--- config.mk ---
export PLATFORM = sky130hd
export DESIGN_NAME = rbl_top
export DESIGN_NICKNAME = d
export VERILOG_FILES = /design/src/logic/rbl_unlock.v /design/src/logic/rbl_nvm_seq.v /design/src/logic/rbl_top.v
export VERILOG_INCLUDE_DIRS = /design/src /design/src/logic
export SDC_FILE = /design/constraint.sdc
export NUM_CORES = 1
export LEC_CHECK = 0
export BUFFER_PORTS_ARGS = -buffer_cell sky130_fd_sc_hd__clkbuf_2
export CAP_MARGIN = 10
export CORE_MARGIN = 2
export CORE_UTILIZATION = 50
export CTS_CLUSTER_SIZE = 24
export DETAILED_ROUTE_END_ITERATION = 10
export HOLD_SLACK_MARGIN = 0.05
export PLACE_DENSITY = 0.73
export SLEW_MARGIN = 15
export SYNTH_ARGS = -nofsm -noshare
export SYNTH_HDL_FRONTEND = slang
export SYNTH_HIERARCHICAL = 1
export SYNTH_SLANG_ARGS = --single-unit
export TNS_END_PERCENT = 20
--- constraint.sdc ---
create_clock -name aclk -period 13.3 [get_ports aclk]
set_clock_uncertainty 0.15 [all_clocks]
set_input_delay 2.66 -clock aclk [delete_from_list [all_inputs] [get_ports aclk]]
set_output_delay 2.66 -clock aclk [all_outputs]
set_load 0.02 [all_outputs]
--- src/logic/rbl_consts.vh ---
// Register offsets, field positions, reset values and timing counts
`ifndef RBL_CONSTS_VH
`define RBL_CONSTS_VH
`define RBL_IDX_TEMP_HIGH 8'h13
`define RBL_IDX_TEMP_LOW 8'h14
`define RBL_IDX_CUR_HIGH 8'h15
`define RBL_IDX_CUR_LOW 8'h16
`define RBL_IDX_PWM_HIGH 8'h17
`define RBL_IDX_PWM_LOW 8'h18
`define RBL_IDX_NVM_CTRL 8'h19
`define RBL_IDX_UNLOCK 8'h1A
`define RBL_IDX_CFG_FIRST 8'h60
`define RBL_IDX_CFG_LAST 8'h78
`define RBL_CFG_COUNT 25
`define RBL_NVM_CTRL_RESET 8'h80
`define RBL_PWM_RESET 16'h0000
`define RBL_BIT_IDLE 7
`define RBL_BIT_PROGRAM 1
`define RBL_BIT_LOAD 0
`define RBL_KEY_FIRST 8'h08
`define RBL_KEY_SECOND 8'hBA
`define RBL_KEY_THIRD 8'hEF
`define RBL_CLK_HZ 10000000
`define RBL_PROG_TIME_US 200000
`define RBL_LOAD_TIME_US 1000
`define RBL_PROG_CYCLES ((`RBL_PROG_TIME_US / 1000) * (`RBL_CLK_HZ / 1000))
`define RBL_LOAD_CYCLES ((`RBL_LOAD_TIME_US / 1000) * (`RBL_CLK_HZ / 1000))
`define RBL_RESP_OKAY 2'b00
`define RBL_RESP_SLVERR 2'b10
`endif

--- src/logic/rbl_unlock.v ---
// Unlock code sequence detector
`timescale 1ns/1ps
module rbl_unlock
(
	input wire aclk,
	input wire aresetn,
	input wire key_wr,
	input wire [7:0] key_data,
	output wire unlocked
);
`include "rbl_consts.vh"
	localparam ST_IDLE = 4'b0001;
	localparam ST_ONE = 4'b0010;
	localparam ST_TWO = 4'b0100;
	localparam ST_OPEN = 4'b1000;
	reg [3:0] state_ff;
	reg [3:0] nxt_state;
	always @*
	begin
		nxt_state = state_ff;
		if (key_wr)
		begin
			case (state_ff)
				ST_IDLE: nxt_state = (key_data == `RBL_KEY_FIRST) ? ST_ONE : ST_IDLE;
				ST_ONE: nxt_state = (key_data == `RBL_KEY_SECOND) ? ST_TWO : ST_IDLE;
				ST_TWO: nxt_state = (key_data == `RBL_KEY_THIRD) ? ST_OPEN : ST_IDLE;
				ST_OPEN: nxt_state = ST_IDLE;
				default: nxt_state = ST_IDLE;
			endcase
		end
	end
	always @(posedge aclk)
	begin
		if (!aresetn)
			state_ff <= ST_IDLE;
		else
			state_ff <= nxt_state;
	end
	assign unlocked = state_ff[3];
endmodule

--- src/logic/rbl_nvm_seq.v ---
// Program and load operation timer with busy indication
`timescale 1ns/1ps
`include "rbl_consts.vh"
module rbl_nvm_seq
#(
	parameter PROG_CYCLES = `RBL_PROG_CYCLES,
	parameter LOAD_CYCLES = `RBL_LOAD_CYCLES
)
(
	input wire aclk,
	input wire aresetn,
	input wire start_prog,
	input wire start_load,
	output wire busy,
	output reg copy_to_array,
	output reg copy_to_shadow
);
	reg [21:0] cnt_ff;
	reg busy_ff;
	reg prog_ff;
	assign busy = busy_ff;
	always @(posedge aclk)
	begin
		if (!aresetn)
		begin
			cnt_ff <= 22'h000000;
			busy_ff <= 1'b0;
			prog_ff <= 1'b0;
			copy_to_array <= 1'b0;
			copy_to_shadow <= 1'b0;
		end
		else
		begin
			copy_to_array <= 1'b0;
			copy_to_shadow <= 1'b0;
			if (!busy_ff && start_prog)
			begin
				busy_ff <= 1'b1;
				prog_ff <= 1'b1;
				cnt_ff <= PROG_CYCLES[21:0] - 22'h000001;
			end
			else if (!busy_ff && start_load)
			begin
				busy_ff <= 1'b1;
				prog_ff <= 1'b0;
				cnt_ff <= LOAD_CYCLES[21:0] - 22'h000001;
			end
			else if (busy_ff)
			begin
				if (cnt_ff == 22'h000000)
				begin
					busy_ff <= 1'b0;
					copy_to_array <= prog_ff;
					copy_to_shadow <= !prog_ff;
				end
				else
					cnt_ff <= cnt_ff - 22'h000001;
			end
		end
	end
endmodule

--- src/logic/rbl_top.v ---
// AXI4-Lite readback latch and nonvolatile configuration control
// Functional notes
// - Thermal high bits at 0x13, read latches
// - Thermal low byte from latched value
// - Current high read latches current and PWM
// - Current readback split over 0x15, 0x16
// - PWM readback 0x17 high, 0x18 low
// - Control bit 7 idle flag, reset 0x80
// - Program bit copies shadow to array
// - Load bit copies array to shadow
// - Key 08, BA, EF unlocks control
// - Any key write with byte lane 0 strobed while unlocked relocks
`timescale 1ns/1ps
`include "rbl_consts.vh"
module rbl_top
#(
	parameter PROG_CYCLES = `RBL_PROG_CYCLES,
	parameter LOAD_CYCLES = `RBL_LOAD_CYCLES,
	parameter CFG_COUNT = `RBL_CFG_COUNT
)
(
	input wire aclk,
	input wire aresetn,
	input wire [10:0] die_thermal,
	input wire [11:0] drive_current,
	input wire [15:0] drive_pwm,
	input wire [9:0] s_axi_awaddr,
	input wire s_axi_awvalid,
	output wire s_axi_awready,
	input wire [31:0] s_axi_wdata,
	input wire [3:0] s_axi_wstrb,
	input wire s_axi_wvalid,
	output wire s_axi_wready,
	output wire [1:0] s_axi_bresp,
	output wire s_axi_bvalid,
	input wire s_axi_bready,
	input wire [9:0] s_axi_araddr,
	input wire s_axi_arvalid,
	output wire s_axi_arready,
	output wire [31:0] s_axi_rdata,
	output wire [1:0] s_axi_rresp,
	output wire s_axi_rvalid,
	input wire s_axi_rready,
	output wire nvm_busy,
	output wire unlocked
);
	// ----------------------------------------------------------------
	// Input synchronisers
	// ----------------------------------------------------------------
	reg [38:0] sync1_ff;
	reg [38:0] sync2_ff;
	always @(posedge aclk)
	begin
		if (!aresetn)
		begin
			sync1_ff <= 39'h0000000000;
			sync2_ff <= 39'h0000000000;
		end
		else
		begin
			sync1_ff <= {die_thermal, drive_current, drive_pwm};
			sync2_ff <= sync1_ff;
		end
	end
	// ----------------------------------------------------------------
	// Word settle stage
	// ----------------------------------------------------------------
	// Bits of one word may resolve on different edges; pass a word
	// only once two samples agree, else keep the last steady one
	reg [38:0] sync3_ff;
	reg [38:0] settled_ff;
	wire word_steady = (sync2_ff == sync3_ff);
	always @(posedge aclk)
	begin
		if (!aresetn)
		begin
			sync3_ff <= 39'h0000000000;
			settled_ff <= 39'h0000000000;
		end
		else
		begin
			sync3_ff <= sync2_ff;
			if (word_steady)
				settled_ff <= sync3_ff;
		end
	end
	wire [10:0] thermal_live = settled_ff[38:28];
	wire [11:0] current_live = settled_ff[27:16];
	wire [15:0] pwm_live = settled_ff[15:0];
	// ----------------------------------------------------------------
	// Write channel
	// ----------------------------------------------------------------
	reg [9:0] awaddr_ff;
	reg aw_held_ff;
	reg [7:0] wdata_ff;
	reg wlane_ff;
	reg w_held_ff;
	reg bvalid_ff;
	reg [1:0] bresp_ff;
	assign s_axi_awready = !aw_held_ff && !bvalid_ff;
	assign s_axi_wready = !w_held_ff && !bvalid_ff;
	assign s_axi_bvalid = bvalid_ff;
	assign s_axi_bresp = bresp_ff;
	wire wr_go = aw_held_ff && w_held_ff && !bvalid_ff;
	wire [7:0] wr_idx = awaddr_ff[9:2];
	wire wr_cfg = (wr_idx >= `RBL_IDX_CFG_FIRST) && (wr_idx <= `RBL_IDX_CFG_LAST);
	wire wr_ctrl = wr_idx == `RBL_IDX_NVM_CTRL;
	wire wr_key = wr_idx == `RBL_IDX_UNLOCK;
	wire wr_ok = wr_cfg || wr_ctrl || wr_key;
	wire key_wr = wr_go && wr_key && wlane_ff;
	always @(posedge aclk)
	begin
		if (!aresetn)
		begin
			awaddr_ff <= 10'h000;
			aw_held_ff <= 1'b0;
			wdata_ff <= 8'h00;
			wlane_ff <= 1'b0;
			w_held_ff <= 1'b0;
			bvalid_ff <= 1'b0;
			bresp_ff <= `RBL_RESP_OKAY;
		end
		else
		begin
			if (s_axi_awvalid && s_axi_awready)
			begin
				awaddr_ff <= s_axi_awaddr;
				aw_held_ff <= 1'b1;
			end
			if (s_axi_wvalid && s_axi_wready)
			begin
				wdata_ff <= s_axi_wdata[7:0];
				wlane_ff <= s_axi_wstrb[0];
				w_held_ff <= 1'b1;
			end
			if (wr_go)
			begin
				aw_held_ff <= 1'b0;
				w_held_ff <= 1'b0;
				bvalid_ff <= 1'b1;
				bresp_ff <= wr_ok ? `RBL_RESP_OKAY : `RBL_RESP_SLVERR;
			end
			else if (bvalid_ff && s_axi_bready)
				bvalid_ff <= 1'b0;
		end
	end
	// ----------------------------------------------------------------
	// Unlock and operation sequencer
	// ----------------------------------------------------------------
	wire copy_to_array;
	wire copy_to_shadow;
	rbl_unlock u_unlock
	(
		.aclk(aclk),
		.aresetn(aresetn),
		.key_wr(key_wr),
		.key_data(wdata_ff),
		.unlocked(unlocked)
	);
	// ----------------------------------------------------------------
	// Control register
	// ----------------------------------------------------------------
	// Writes accepted only while unlocked
	wire ctrl_wr = wr_go && wr_ctrl && wlane_ff && unlocked;
	wire cfg_wr = wr_go && wr_cfg && wlane_ff && unlocked;
	localparam [7:0] CTRL_RESET = `RBL_NVM_CTRL_RESET;
	reg [1:0] cmd_ff;
	always @(posedge aclk)
	begin
		if (!aresetn)
			cmd_ff <= CTRL_RESET[1:0];
		else if (ctrl_wr)
			cmd_ff <= {wdata_ff[`RBL_BIT_PROGRAM], wdata_ff[`RBL_BIT_LOAD]};
	end
	// Start on rising command bit
	wire start_prog = ctrl_wr && wdata_ff[`RBL_BIT_PROGRAM] && !cmd_ff[1];
	wire start_load = ctrl_wr && wdata_ff[`RBL_BIT_LOAD] && !cmd_ff[0];
	rbl_nvm_seq #(.PROG_CYCLES(PROG_CYCLES), .LOAD_CYCLES(LOAD_CYCLES)) u_seq
	(
		.aclk(aclk),
		.aresetn(aresetn),
		.start_prog(start_prog),
		.start_load(start_load),
		.busy(nvm_busy),
		.copy_to_array(copy_to_array),
		.copy_to_shadow(copy_to_shadow)
	);
	// ----------------------------------------------------------------
	// Shadow registers and nonvolatile array
	// ----------------------------------------------------------------
	reg [7:0] shadow_ff [0:CFG_COUNT-1];
	reg [7:0] array_ff [0:CFG_COUNT-1];
	wire [7:0] cfg_sel = wr_idx - `RBL_IDX_CFG_FIRST;
	integer i;
	always @(posedge aclk)
	begin
		if (!aresetn)
		begin
			for (i = 0; i < CFG_COUNT; i = i + 1)
			begin
				shadow_ff[i] <= 8'h00;
				array_ff[i] <= 8'h00;
			end
		end
		else
		begin
			for (i = 0; i < CFG_COUNT; i = i + 1)
			begin
				if (copy_to_array)
					array_ff[i] <= shadow_ff[i];
				if (copy_to_shadow)
					shadow_ff[i] <= array_ff[i];
				else if (cfg_wr && (cfg_sel == i[7:0]))
					shadow_ff[i] <= wdata_ff;
			end
		end
	end
	// ----------------------------------------------------------------
	// Read channel and readback latches
	// ----------------------------------------------------------------
	reg [10:0] thermal_ff;
	reg [11:0] current_ff;
	reg [15:0] pwm_ff;
	reg rvalid_ff;
	reg [31:0] rdata_ff;
	reg [1:0] rresp_ff;
	reg [7:0] nxt_rdata;
	reg nxt_rok;
	assign s_axi_arready = !rvalid_ff;
	assign s_axi_rvalid = rvalid_ff;
	assign s_axi_rdata = rdata_ff;
	assign s_axi_rresp = rresp_ff;
	wire rd_go = s_axi_arvalid && !rvalid_ff;
	wire [7:0] rd_idx = s_axi_araddr[9:2];
	wire [7:0] rd_sel = rd_idx - `RBL_IDX_CFG_FIRST;
	wire rd_cfg = (rd_idx >= `RBL_IDX_CFG_FIRST) && (rd_idx <= `RBL_IDX_CFG_LAST);
	always @*
	begin
		nxt_rdata = 8'h00;
		nxt_rok = 1'b1;
		case (rd_idx)
			`RBL_IDX_TEMP_HIGH: nxt_rdata = {5'h00, thermal_live[10:8]};
			`RBL_IDX_TEMP_LOW: nxt_rdata = thermal_ff[7:0];
			`RBL_IDX_CUR_HIGH: nxt_rdata = {4'h0, current_live[11:8]};
			`RBL_IDX_CUR_LOW: nxt_rdata = current_ff[7:0];
			`RBL_IDX_PWM_HIGH: nxt_rdata = pwm_ff[15:8];
			`RBL_IDX_PWM_LOW: nxt_rdata = pwm_ff[7:0];
			`RBL_IDX_NVM_CTRL: nxt_rdata = {!nvm_busy, 5'h00, cmd_ff};
			`RBL_IDX_UNLOCK: nxt_rdata = 8'h00;
			default:
			begin
				if (rd_cfg)
					nxt_rdata = shadow_ff[rd_sel[4:0]];
				else
					nxt_rok = 1'b0;
			end
		endcase
	end
	always @(posedge aclk)
	begin
		if (!aresetn)
		begin
			rvalid_ff <= 1'b0;
			rdata_ff <= 32'h00000000;
			rresp_ff <= `RBL_RESP_OKAY;
		end
		else
		begin
			if (rd_go)
			begin
				rvalid_ff <= 1'b1;
				rdata_ff <= {24'h000000, nxt_rdata};
				rresp_ff <= nxt_rok ? `RBL_RESP_OKAY : `RBL_RESP_SLVERR;
			end
			else if (rvalid_ff && s_axi_rready)
				rvalid_ff <= 1'b0;
		end
	end
	// ----------------------------------------------------------------
	// Readback latches
	// ----------------------------------------------------------------
	// A thermal or current high-byte read latches the same word whose top bits it returns
	wire latch_thermal = rd_go && (rd_idx == `RBL_IDX_TEMP_HIGH);
	wire latch_drive = rd_go && (rd_idx == `RBL_IDX_CUR_HIGH);
	always @(posedge aclk)
	begin
		if (!aresetn)
		begin
			thermal_ff <= 11'h000;
			current_ff <= 12'h000;
			pwm_ff <= `RBL_PWM_RESET;
		end
		else
		begin
			if (latch_thermal)
				thermal_ff <= thermal_live;
			if (latch_drive)
			begin
				current_ff <= current_live;
				pwm_ff <= pwm_live;
			end
		end
	end
endmodule

# [Word level (Yosys, flattened, before mapping)]
# Memory sizes are Yosys's and may differ from the RTL's.
# Cells that the tools add are included.
[totals] regBits=255 ramBits=400 in_bits=102 out_inout_bits=43 elab_cells=439 mem_count=2
[mem_list] memory="array_ff" words=25 width=8 read_ports=25 rd_clocked_by_memory_dff=0 wr=25 line="rbl_top.v:192" source="reg [7:0] array_ff [0:CFG_COUNT-1];"
[mem_list] memory="shadow_ff" words=25 width=8 read_ports=26 rd_clocked_by_memory_dff=0 wr=25 line="rbl_top.v:191" source="reg [7:0] shadow_ff [0:CFG_COUNT-1];"
[classes] addsub=3 magnitude_cmp=4 eq_ne=43 muxes=206 n_bitwise=78 n_reduce_logical=77
[ops] op="two-way mux 8 bit" n=76
[ops] op="equality test 8 x 5 -> 1 bit (second input constant)" n=19
[ops] op="two-way mux 1 bit" n=119
[ops] op="two-way mux 21 bit" n=4
[ops] op="bitwise OR 1 bit" n=75
[ops] op="equality test 8 x 4 -> 1 bit (second input constant)" n=9
[ops] op="one-hot mux 8 bit (8 select lines)" n=1
[ops] op="logical AND 1 bit" n=52
[ops] op="equality test 39 bit" n=1
[ops] op="equality test 8 x 3 -> 1 bit (second input constant)" n=4
[ops] op="logical NOT 22 bit" n=1
[ops] op="subtractor 22 x 1 -> 22 bit (second input constant)" n=1
[ops] op="equality test 8 x 2 -> 1 bit (second input constant)" n=2
[ops] op="equality test 8 bit (second input constant)" n=2
[ops] op=">= comparator 8 x 7 -> 1 bit (second input constant)" n=2
[ops] op="<= comparator 8 x 7 -> 1 bit (second input constant)" n=2
[ops] op="one-hot mux 4 bit (3 select lines)" n=1
[ops] op="equality test 8 x 1 -> 1 bit (second input constant)" n=1
[ops] op="logical NOT 1 bit" n=8
[ops] op="logical NOT 8 bit" n=1
[ops] op="nonzero test 2 bit" n=4
[ops] op="OR reduction 8 bit" n=1
[ops] op="subtractor 8 x 7 -> 8 bit (second input constant)" n=1
[ops] op="two-way mux 2 bit" n=3
[ops] op="other kinds (15)" n=21

# [Logic depth before layout (Yosys ltp)]
# Gate-level depths: netlist of the first run.
[depth] depth_word=11 ltp_mapped=9

# [Cells and area by module]
# The synthesis of the first run kept the hierarchy.
[by_module_without_submodules] mod="rbl_top" instances=1 cells_per_inst=2075 area_per_inst_um2=26155.1 seq_area_each_um2=16435.8
[by_module_without_submodules] mod="rbl_nvm_seq" instances=1 cells_per_inst=153 area_per_inst_um2=1343.8 seq_area_each_um2=520.5
[by_module_without_submodules] mod="rbl_unlock" instances=1 cells_per_inst=30 area_per_inst_um2=265.3 seq_area_each_um2=80.1

# [Worst setup path before layout of the first run]
# Ideal clock, no wire load.
[synth_timing] path_type="input to register" from="input port aresetn" to="memory array_ff[0][0], enable pin" setup_time_ps=596 arrival_ps=7389 required_ps=12554 path_slack_ps=5165 stages=2 path_cell_list="clkbuf_1 > nand2b_1"
[synth_rtl] item="from (decl)" line="rbl_top.v:23" source="input wire aresetn,"
[synth_rtl] item="to (decl)" line="rbl_top.v:192"

==> metrics.md, run 1 <==
| Metric | Value |
|---|---|
| Seq/Total Area, Yosys | `61.4%` |
| Post-CTS Hold Buffers | `0` |
| Layout net count | `2390` |
| Peak Freq | `167 MHz` |
| FF+latch count, synth | `651` |
| Max FO, Critical Path | `147` |
| Critical path launch point type | `input port` |
| Async S/R FF share, synth | `0%` |
| Hold WC Path Type | `reg -> reg` |
| Cts bufs inserted | `61` |
| Area growth syn-to-layout | `10.7%` |
| Most frequent cells in the layout | `400 x edfxtp_1, 332 x nand2_1, 250 x dfxtp_1` |
| Static Leakage | `11.7 nW` |
| Clock sink count | `651` |
| Crit-path cells | `buf_8, nor2b_2, buf_4, and2_1, nand4_2, nor4_4, nand2b_1` |
| Setup-failing EPs final | `0` |
| Worst path max stage delay | `0.87 ns` |
| Setup bufs post-CTS | `0` |
| Top_reg_cell synth | `edfxtp_1` |
| Min Tclk post-route | `6.00 ns` |
| Largest net degree at the start of global routing | `295` |
| Die X-Extent | `240 um` |
| Antenna Cells | `0` |
| Remaining global-route overflow | `0` |
| DR pass1 iterations | `8` |
| First-pass GRT wire length | `105000 um` |
| Synth warn | `6` |
| CP max-delay cell | `nor4_4` |
| Root Driver | `clkbuf_16` |
| Maximum VDD drop | `130 uV` |
| Vias | `18156` |
| Clock Path Buffers | `3` |
| Max Cap Viol | `0` |
| CTS tree | `done` |
| Post-DRT Antenna Nets | `0` |
| Vias in the first global route | `17559` |
| Worst-Skew Late Latency | `0.66 ns` |
| Status | `finished, final reports clean` |
| Unrepaired setup endpoints after global routing | `false` |
| FP Rows | `86` |
| Netlist Area Pre-Place | `0.0278 mm^2` |
| Drt drc | `0` |
| Slew headroom | `17.9%` |
| Boundary pin count | `145` |
| Final hold vios | `0` |
| Share of layout cells above drive strength 1 | `14.1%` |
| Final hold slack | `0.279 ns` |
| Critical path endpoint category | `flop` |
| Final setup TNS | `0 ns` |
| Final cycle utilization of the critical path | `45.1%` |
| Req. time, crit path | `13.41 ns` |
| Detailed Place HPWL | `42500 um` |
| Drt via density | `5.89` |
| Die Area | `0.0574 mm^2` |
| PD cells | `138 mW/mm^2` |
| Worst slew pin tran | `1.23 ns` |
| Core Area | `0.0550 mm^2` |
| Buffers on Ports | `87` |
| Final core utilization | `55.9%` |
| Initial Util | `50.5%` |
| EDFF count, synth | `400` |
| Initial DRC count | `1959` |
| Total wire length | `69300 um` |
| DIE HEIGHT | `240 um` |
| Final Max Slew Viols | `0` |
| Worst-path clk slew | `0.06 ns` |
| Post-CTS Resized | `0` |
| CP Data Arrival Time | `6.11 ns` |
| Synth Instances | `2258` |
| Worst setup path class | `in -> reg` |
| Initial antenna violation count | `0` |
| H-tree levels | `2` |
| Routability Congestion | `0.845` |
| Most common cell after layout, fill and taps aside | `edfxtp_1` |
| Distinct cells, synth | `80` |
| Syn avg cell area | `12.3 um^2` |
| DR WL/cell | `22.5 um` |
| Total GRT Usage | `24.2%` |
==> worst max-delay path, delay by kind of cell <==
family | cells | cell delay (ns)
AND/OR/NAND/NOR | 5 | 2.43
buffers and inverters | 2 | 0.87
==> synth_stat cells (5+ instances only) <==
master    instances  area (um^2)
a21boi_0         23          173
a21oi_1          22          110
a22o_1           62          543
a31oi_1          11         68.8
and2_1          182         1140
and3_1          145          907
buf_1            14         52.6
buf_2            21          105
buf_4            28          210
clkbuf_1        118          443
dfxtp_1         251         5020
edfxtp_1        400        12000
inv_1             9         33.8
mux2_2            8         90.1
mux2i_1         137         1370
mux4_2           51         1150
nand2_1         332         1250
nand2b_1         26          163
nand3_1           9         45.0
nand3b_1          5         37.5
nand4_1          12         75.1
nor2_1           27          101
nor2b_1          42          263
nor3_1           17         85.1
nor4_1           13         81.3
o211ai_1          8         60.1
o21ai_0          99          495
o21ai_1          25          125
o21ai_2          16          140
or3_1             6         37.5
xnor2_1          17          149
xor2_1           33          289
==> stage by stage <==
| stage | setup slack (ns) | instance area [um^2] | std cells | total power, mW |
|---|---|---|---|---|
| floorplan | 5.17 | 27900 | 2283 | 2.44 |
| global placement | 6.85 | 28700 | 2970 | 2.51 |
| detailed placement | 6.77 | 28700 | 2970 | 2.52 |
| CTS | 7.41 | 30700 | 3082 | 4.26 |
| global route | 7.22 | 30700 | 3082 | 4.37 |
| finish | 7.30 | 30700 | 3082 | 4.25 |
==> logic make-up (layout without fill, tap and decap cells) <==
kind of cell / after synthesis / after routing / share of synthesized area, %
and+or+nand+nor: 854 / 854 / 16.7
DFF: 651 / 651 / 61.4
AOI/OAI and AO/OA: 307 / 307 / 7.49
muxes: 196 / 196 / 9.40
buffers and inverters: 196 / 247 / 3.35
xor gates and xnor gates: 50 / 50 / 1.58
adders and majority gates: 3 / 3 / 0.135
other: 1 / 26 / 0.0135
==> layout make-up <==
type                       count  area [um^2]
sequential                   651        17000
clock inverter                31          359
tap                          748          936
fill                        4440        24300
multi-input combinational   1436         9940
clock buffer                  81         1670
timing repair buffer         126          753
inverter                       9         33.8
==> sequential cells by signal, indices dropped and copies added (netlist names), 16 cells and up <==
register and count:
array_ff 200, shadow_ff 200, settled_ff 39, sync1_ff 39, sync2_ff 39, sync3_ff 39, u_seq/cnt_ff 22, pwm_ff 16
==> metal layers <==
| layer | vias up | track usage, % | wire length [um] |
|---|---|---|---|
| li1 | 8161 | - | - |
| met1 | 8852 | 33.8 | 28400 |
| met2 | 981 | 37.2 | 31600 |
| met3 | 162 | 4.62 | 6750 |
| met4 | 0 | 9.79 | 2630 |
| met5 | - | 0 | 0 |
==> where the power goes <==
group / switching [mW] / internal (mW) / leakage, nW / total (mW)
Clock: 0.781 / 0.986 / 0.985 / 1.77
Combinational: 0.150 / 0.0781 / 4.56 / 0.228
Sequential: 0.0429 / 2.21 / 6.17 / 2.25
==> final timing paths <==
check	start	end	slack (ns)	depth (start not counted)
worst max-delay path	aresetn	shadow_ff[0][7]	7.30	7
worst min-delay path	sync1_ff[23]	sync2_ff[23]	0.28	1
worst max register to register	s_axi_bvalid	shadow_ff[14][7]	9.34	6
worst min register to register	sync1_ff[23]	sync2_ff[23]	0.28	1
No activity file was read; power rests on OpenSTA's default activity.
==> inputs of run 2 (changes only) <==
--- a/config.mk
+++ b/config.mk
@@ -6,6 +6,7 @@
 export SDC_FILE = /design/constraint.sdc
 export NUM_CORES = 1
 export LEC_CHECK = 0
+export ABC_AREA = 1
 export BUFFER_PORTS_ARGS = -buffer_cell sky130_fd_sc_hd__clkbuf_2
 export CAP_MARGIN = 10
 export CORE_MARGIN = 2
@@ -13,7 +14,7 @@
 export CTS_CLUSTER_SIZE = 24
 export DETAILED_ROUTE_END_ITERATION = 10
 export HOLD_SLACK_MARGIN = 0.05
-export PLACE_DENSITY = 0.73
+export PLACE_DENSITY = 0.76
 export SLEW_MARGIN = 15
 export SYNTH_ARGS = -nofsm -noshare
 export SYNTH_HDL_FRONTEND = slang
==> constraint.sdc (replaced) <==
create_clock -name aclk -period 5.35 [get_ports aclk]
set_clock_uncertainty 0.15 [all_clocks]
set_input_delay 1.07 -clock aclk [delete_from_list [all_inputs] [get_ports aclk]]
set_output_delay 1.07 -clock aclk [all_outputs]
set_load 0.02 [all_outputs]
==> metrics.md, run 2 <==
| Metric | Value |
|---|---|
| WL met2 | `31600 um` |
| Worst R2R Start | `awaddr_ff[7]` |
| Pre-CTS WS | `1.42 ns` |
| Max FO, Critical Path | `17` |
| Die X-Extent | `247 um` |
| Hold depth | `2` |
| Synth top area share | `40.8%` |
| Crit path to | `shadow_ff[22][5]` |
| CP Depth | `7` |
| Crit-path cells | `ha_1, inv_1, nand3_1, nor2_1, inv_2, nor3_4, or2_2` |
| Max Cap Viol | `0` |
| Unrepaired setup endpoints after global routing | `false` |
| Min Tclk post-route | `3.45 ns` |
| Die Area | `0.0608 mm^2` |
| Final hold vios | `0` |
| Worst-path clk slew | `0.06 ns` |
| Worst Reg-to-Reg Cells | `7` |
| Yosys top cell by area | `edfxtp_1` |
| Worst-Skew Late Latency | `0.63 ns` |
| FP Rows | `88` |
| RR Endpoint | `shadow_ff[22][5]` |
| Initial Util | `50.8%` |
| Peak Freq | `290 MHz` |
| DR top layer | `met4` |
| Final cycle utilization of the critical path | `64.5%` |
| DIE HEIGHT | `247 um` |
| Clock Path Buffers | `3` |
| Slew headroom | `24.6%` |
| Req. time, crit path | `5.50 ns` |
| Worst path bufs/invs | `2` |
| Boundary pin count | `145` |
| Largest cells by area after synthesis | `edfxtp_1 41%, dfxtp_1 17%, nand2_1 12%` |
| CP max-delay cell | `nor3_4` |
| Routability Congestion | `0.896` |
| WL met3 | `6110 um` |
| Root Driver | `clkbuf_16` |
| Seq/Total Area, Yosys | `57.9%` |
| Worst hold start | `sync1_ff[22]` |
| DR pass1 iterations | `6` |
| Cts bufs inserted | `68` |
| Syn avg cell area | `8.42 um^2` |
| Initial antenna violation count | `0` |
| R2r setup slk | `1.90 ns` |
| Worst slew pin tran | `1.12 ns` |
| Cell with the most instances after synthesis | `nand2_1` |
| Most common cell after layout, fill and taps aside | `nand2_1` |
| Biggest regs | `array_ff x200, shadow_ff x200` |
| Antenna Cells | `0` |
| Synth Instances | `3495` |
| Initial DRC count | `2366` |
| Total wire length | `70300 um` |
| Remaining global-route overflow | `0` |
| CP Launch Point | `awaddr_ff[7]` |
| First-pass GRT wire length | `111000 um` |
| Total GRT Usage | `23.3%` |
| Layout net count | `3630` |
| Area growth syn-to-layout | `10.4%` |
| Maximum VDD drop | `277 uV` |
| Worst setup path class | `reg -> reg` |
| PD cells | `334 mW/mm^2` |
| Largest net degree at the start of global routing | `231` |
| Synth warn | `6` |
| Post-DRT Antenna Nets | `0` |
| Detailed Place HPWL | `45000 um` |
| Status | `finished, final reports clean` |
| Buffers on Ports | `87` |
| Setup bufs post-CTS | `0` |
| Final setup TNS | `0 ns` |
| Final Max Slew Viols | `0` |
| Routed length on met1 | `30000 um` |
| Drt via density | `5.17` |
| Drt drc | `0` |
| Clock sink count | `651` |
| Post-CTS Resized | `0` |
| EDFF count, synth | `400` |
| Setup-failing EPs final | `0` |
| Post-CTS Hold Buffers | `0` |
| Critical path endpoint category | `flop` |
| Async S/R FF share, synth | `0%` |
| Total power | `10.9 mW` |
| Vias in the first global route | `20961` |
| Final WS setup | `1.90 ns` |
| Share of layout cells above drive strength 1 | `9.57%` |
| Vias | `22436` |
| Critical path launch point type | `flop` |
| H-tree levels | `3` |
| Distinct cells, synth | `42` |
| Hold WC Path Type | `reg -> reg` |
| Core Area | `0.0579 mm^2` |
| Static Leakage | `14.7 nW` |
| FF+latch count, synth | `651` |
| Most frequent cells in the layout | `964 x nand2_1, 509 x nor2_1, 481 x inv_1` |
| Top_reg_cell synth | `edfxtp_1` |
| Worst path max stage delay | `0.73 ns` |
| CTS tree | `done` |
| DR WL/cell | `16.2 um` |
| Most frequent cells after synthesis | `965 x nand2_1, 513 x nor2_1, 482 x inv_1` |
| CP Data Arrival Time | `3.60 ns` |
| Final core utilization | `56.1%` |
| CP delay by family, top | `simple AND/OR/NAND/NOR gates` |
| Netlist Area Pre-Place | `0.0294 mm^2` |
run 2: cell count changes after synthesis, sizes merged, moves of 62 or more:
cell,change
and2,-181
a21oi,+142
mux2i,-137
inv,+490
nor2,+509
a22o,-62
nand2,+647
and3,-146
nand3,+105
run 2: cells by family (layout without fill, tap and decap cells):
logic type | after synthesis | after routing | synth area share [%]
AOI/OAI and AO/OA | 365 | 365 | 6.65
xor gates and xnor gates | 41 | 41 | 1.22
adders and majority gates | 3 | 3 | 0.128
buffers and inverters | 692 | 747 | 9.43
DFF | 651 | 651 | 57.9
other | 1 | 26 | 0.0127
and+or+nand+nor | 1742 | 1742 | 24.7
run 2: report_power, final:
group / leakage (nW) / switching, mW / internal, mW / total, mW
Clock: 1.02 / 2.01 / 2.51 / 4.51
Combinational: 7.48 / 0.566 / 0.195 / 0.762
Sequential: 6.17 / 0.0882 / 5.50 / 5.59
Total: 14.7 / 2.66 / 8.21 / 10.9
run 2: metal layers:
| metal | track usage (%) | up-vias |
|---|---|---|
| li1 | - | 11012 |
| met1 | 32.1 | 10380 |
| met2 | 36.1 | 887 |
| met3 | 4.72 | 157 |
| met4 | 9.36 | 0 |
| met5 | 0 | - |
run 2: through the flow:
stage,hold WS (ns),std cells,cell area [um^2]
finish,0.259,4340,32500
global placement,0.245,4220,30400
global route,0.276,4340,32500
CTS,0.260,4340,32500
floorplan,0.240,3520,29500
detailed placement,0.246,4220,30400
run 2: final cells by class:
type                       instances  area [um^2]
clock buffer                      91         1850
clock inverter                    29          236
fill                            5124        25400
inverter                         502         1890
multi-input combinational       2177         9740
sequential                       651        17000
tap                              765          957
timing repair buffer             125          781
run 2: how the worst min path moves through the flow:
stage          slack, ns           end
2_1_floorplan       0.24   sync2_ff[0]
3_3_place_gp        0.25  sync2_ff[24]
4_1_cts             0.26  sync2_ff[22]
5_1_grt             0.28  sync2_ff[31]
3_5_place_dp        0.25  sync2_ff[32]
6_report            0.26  sync2_ff[22]
run 2: worst reg2reg max path: stages, from the launching register on:
cell and delay, ns:
dfxtp_1 0.33, ha_1 0.30, inv_1 0.06, nand3_1 0.11, nor2_1 0.71, inv_2 0.35
nor3_4 0.74, or2_2 0.40
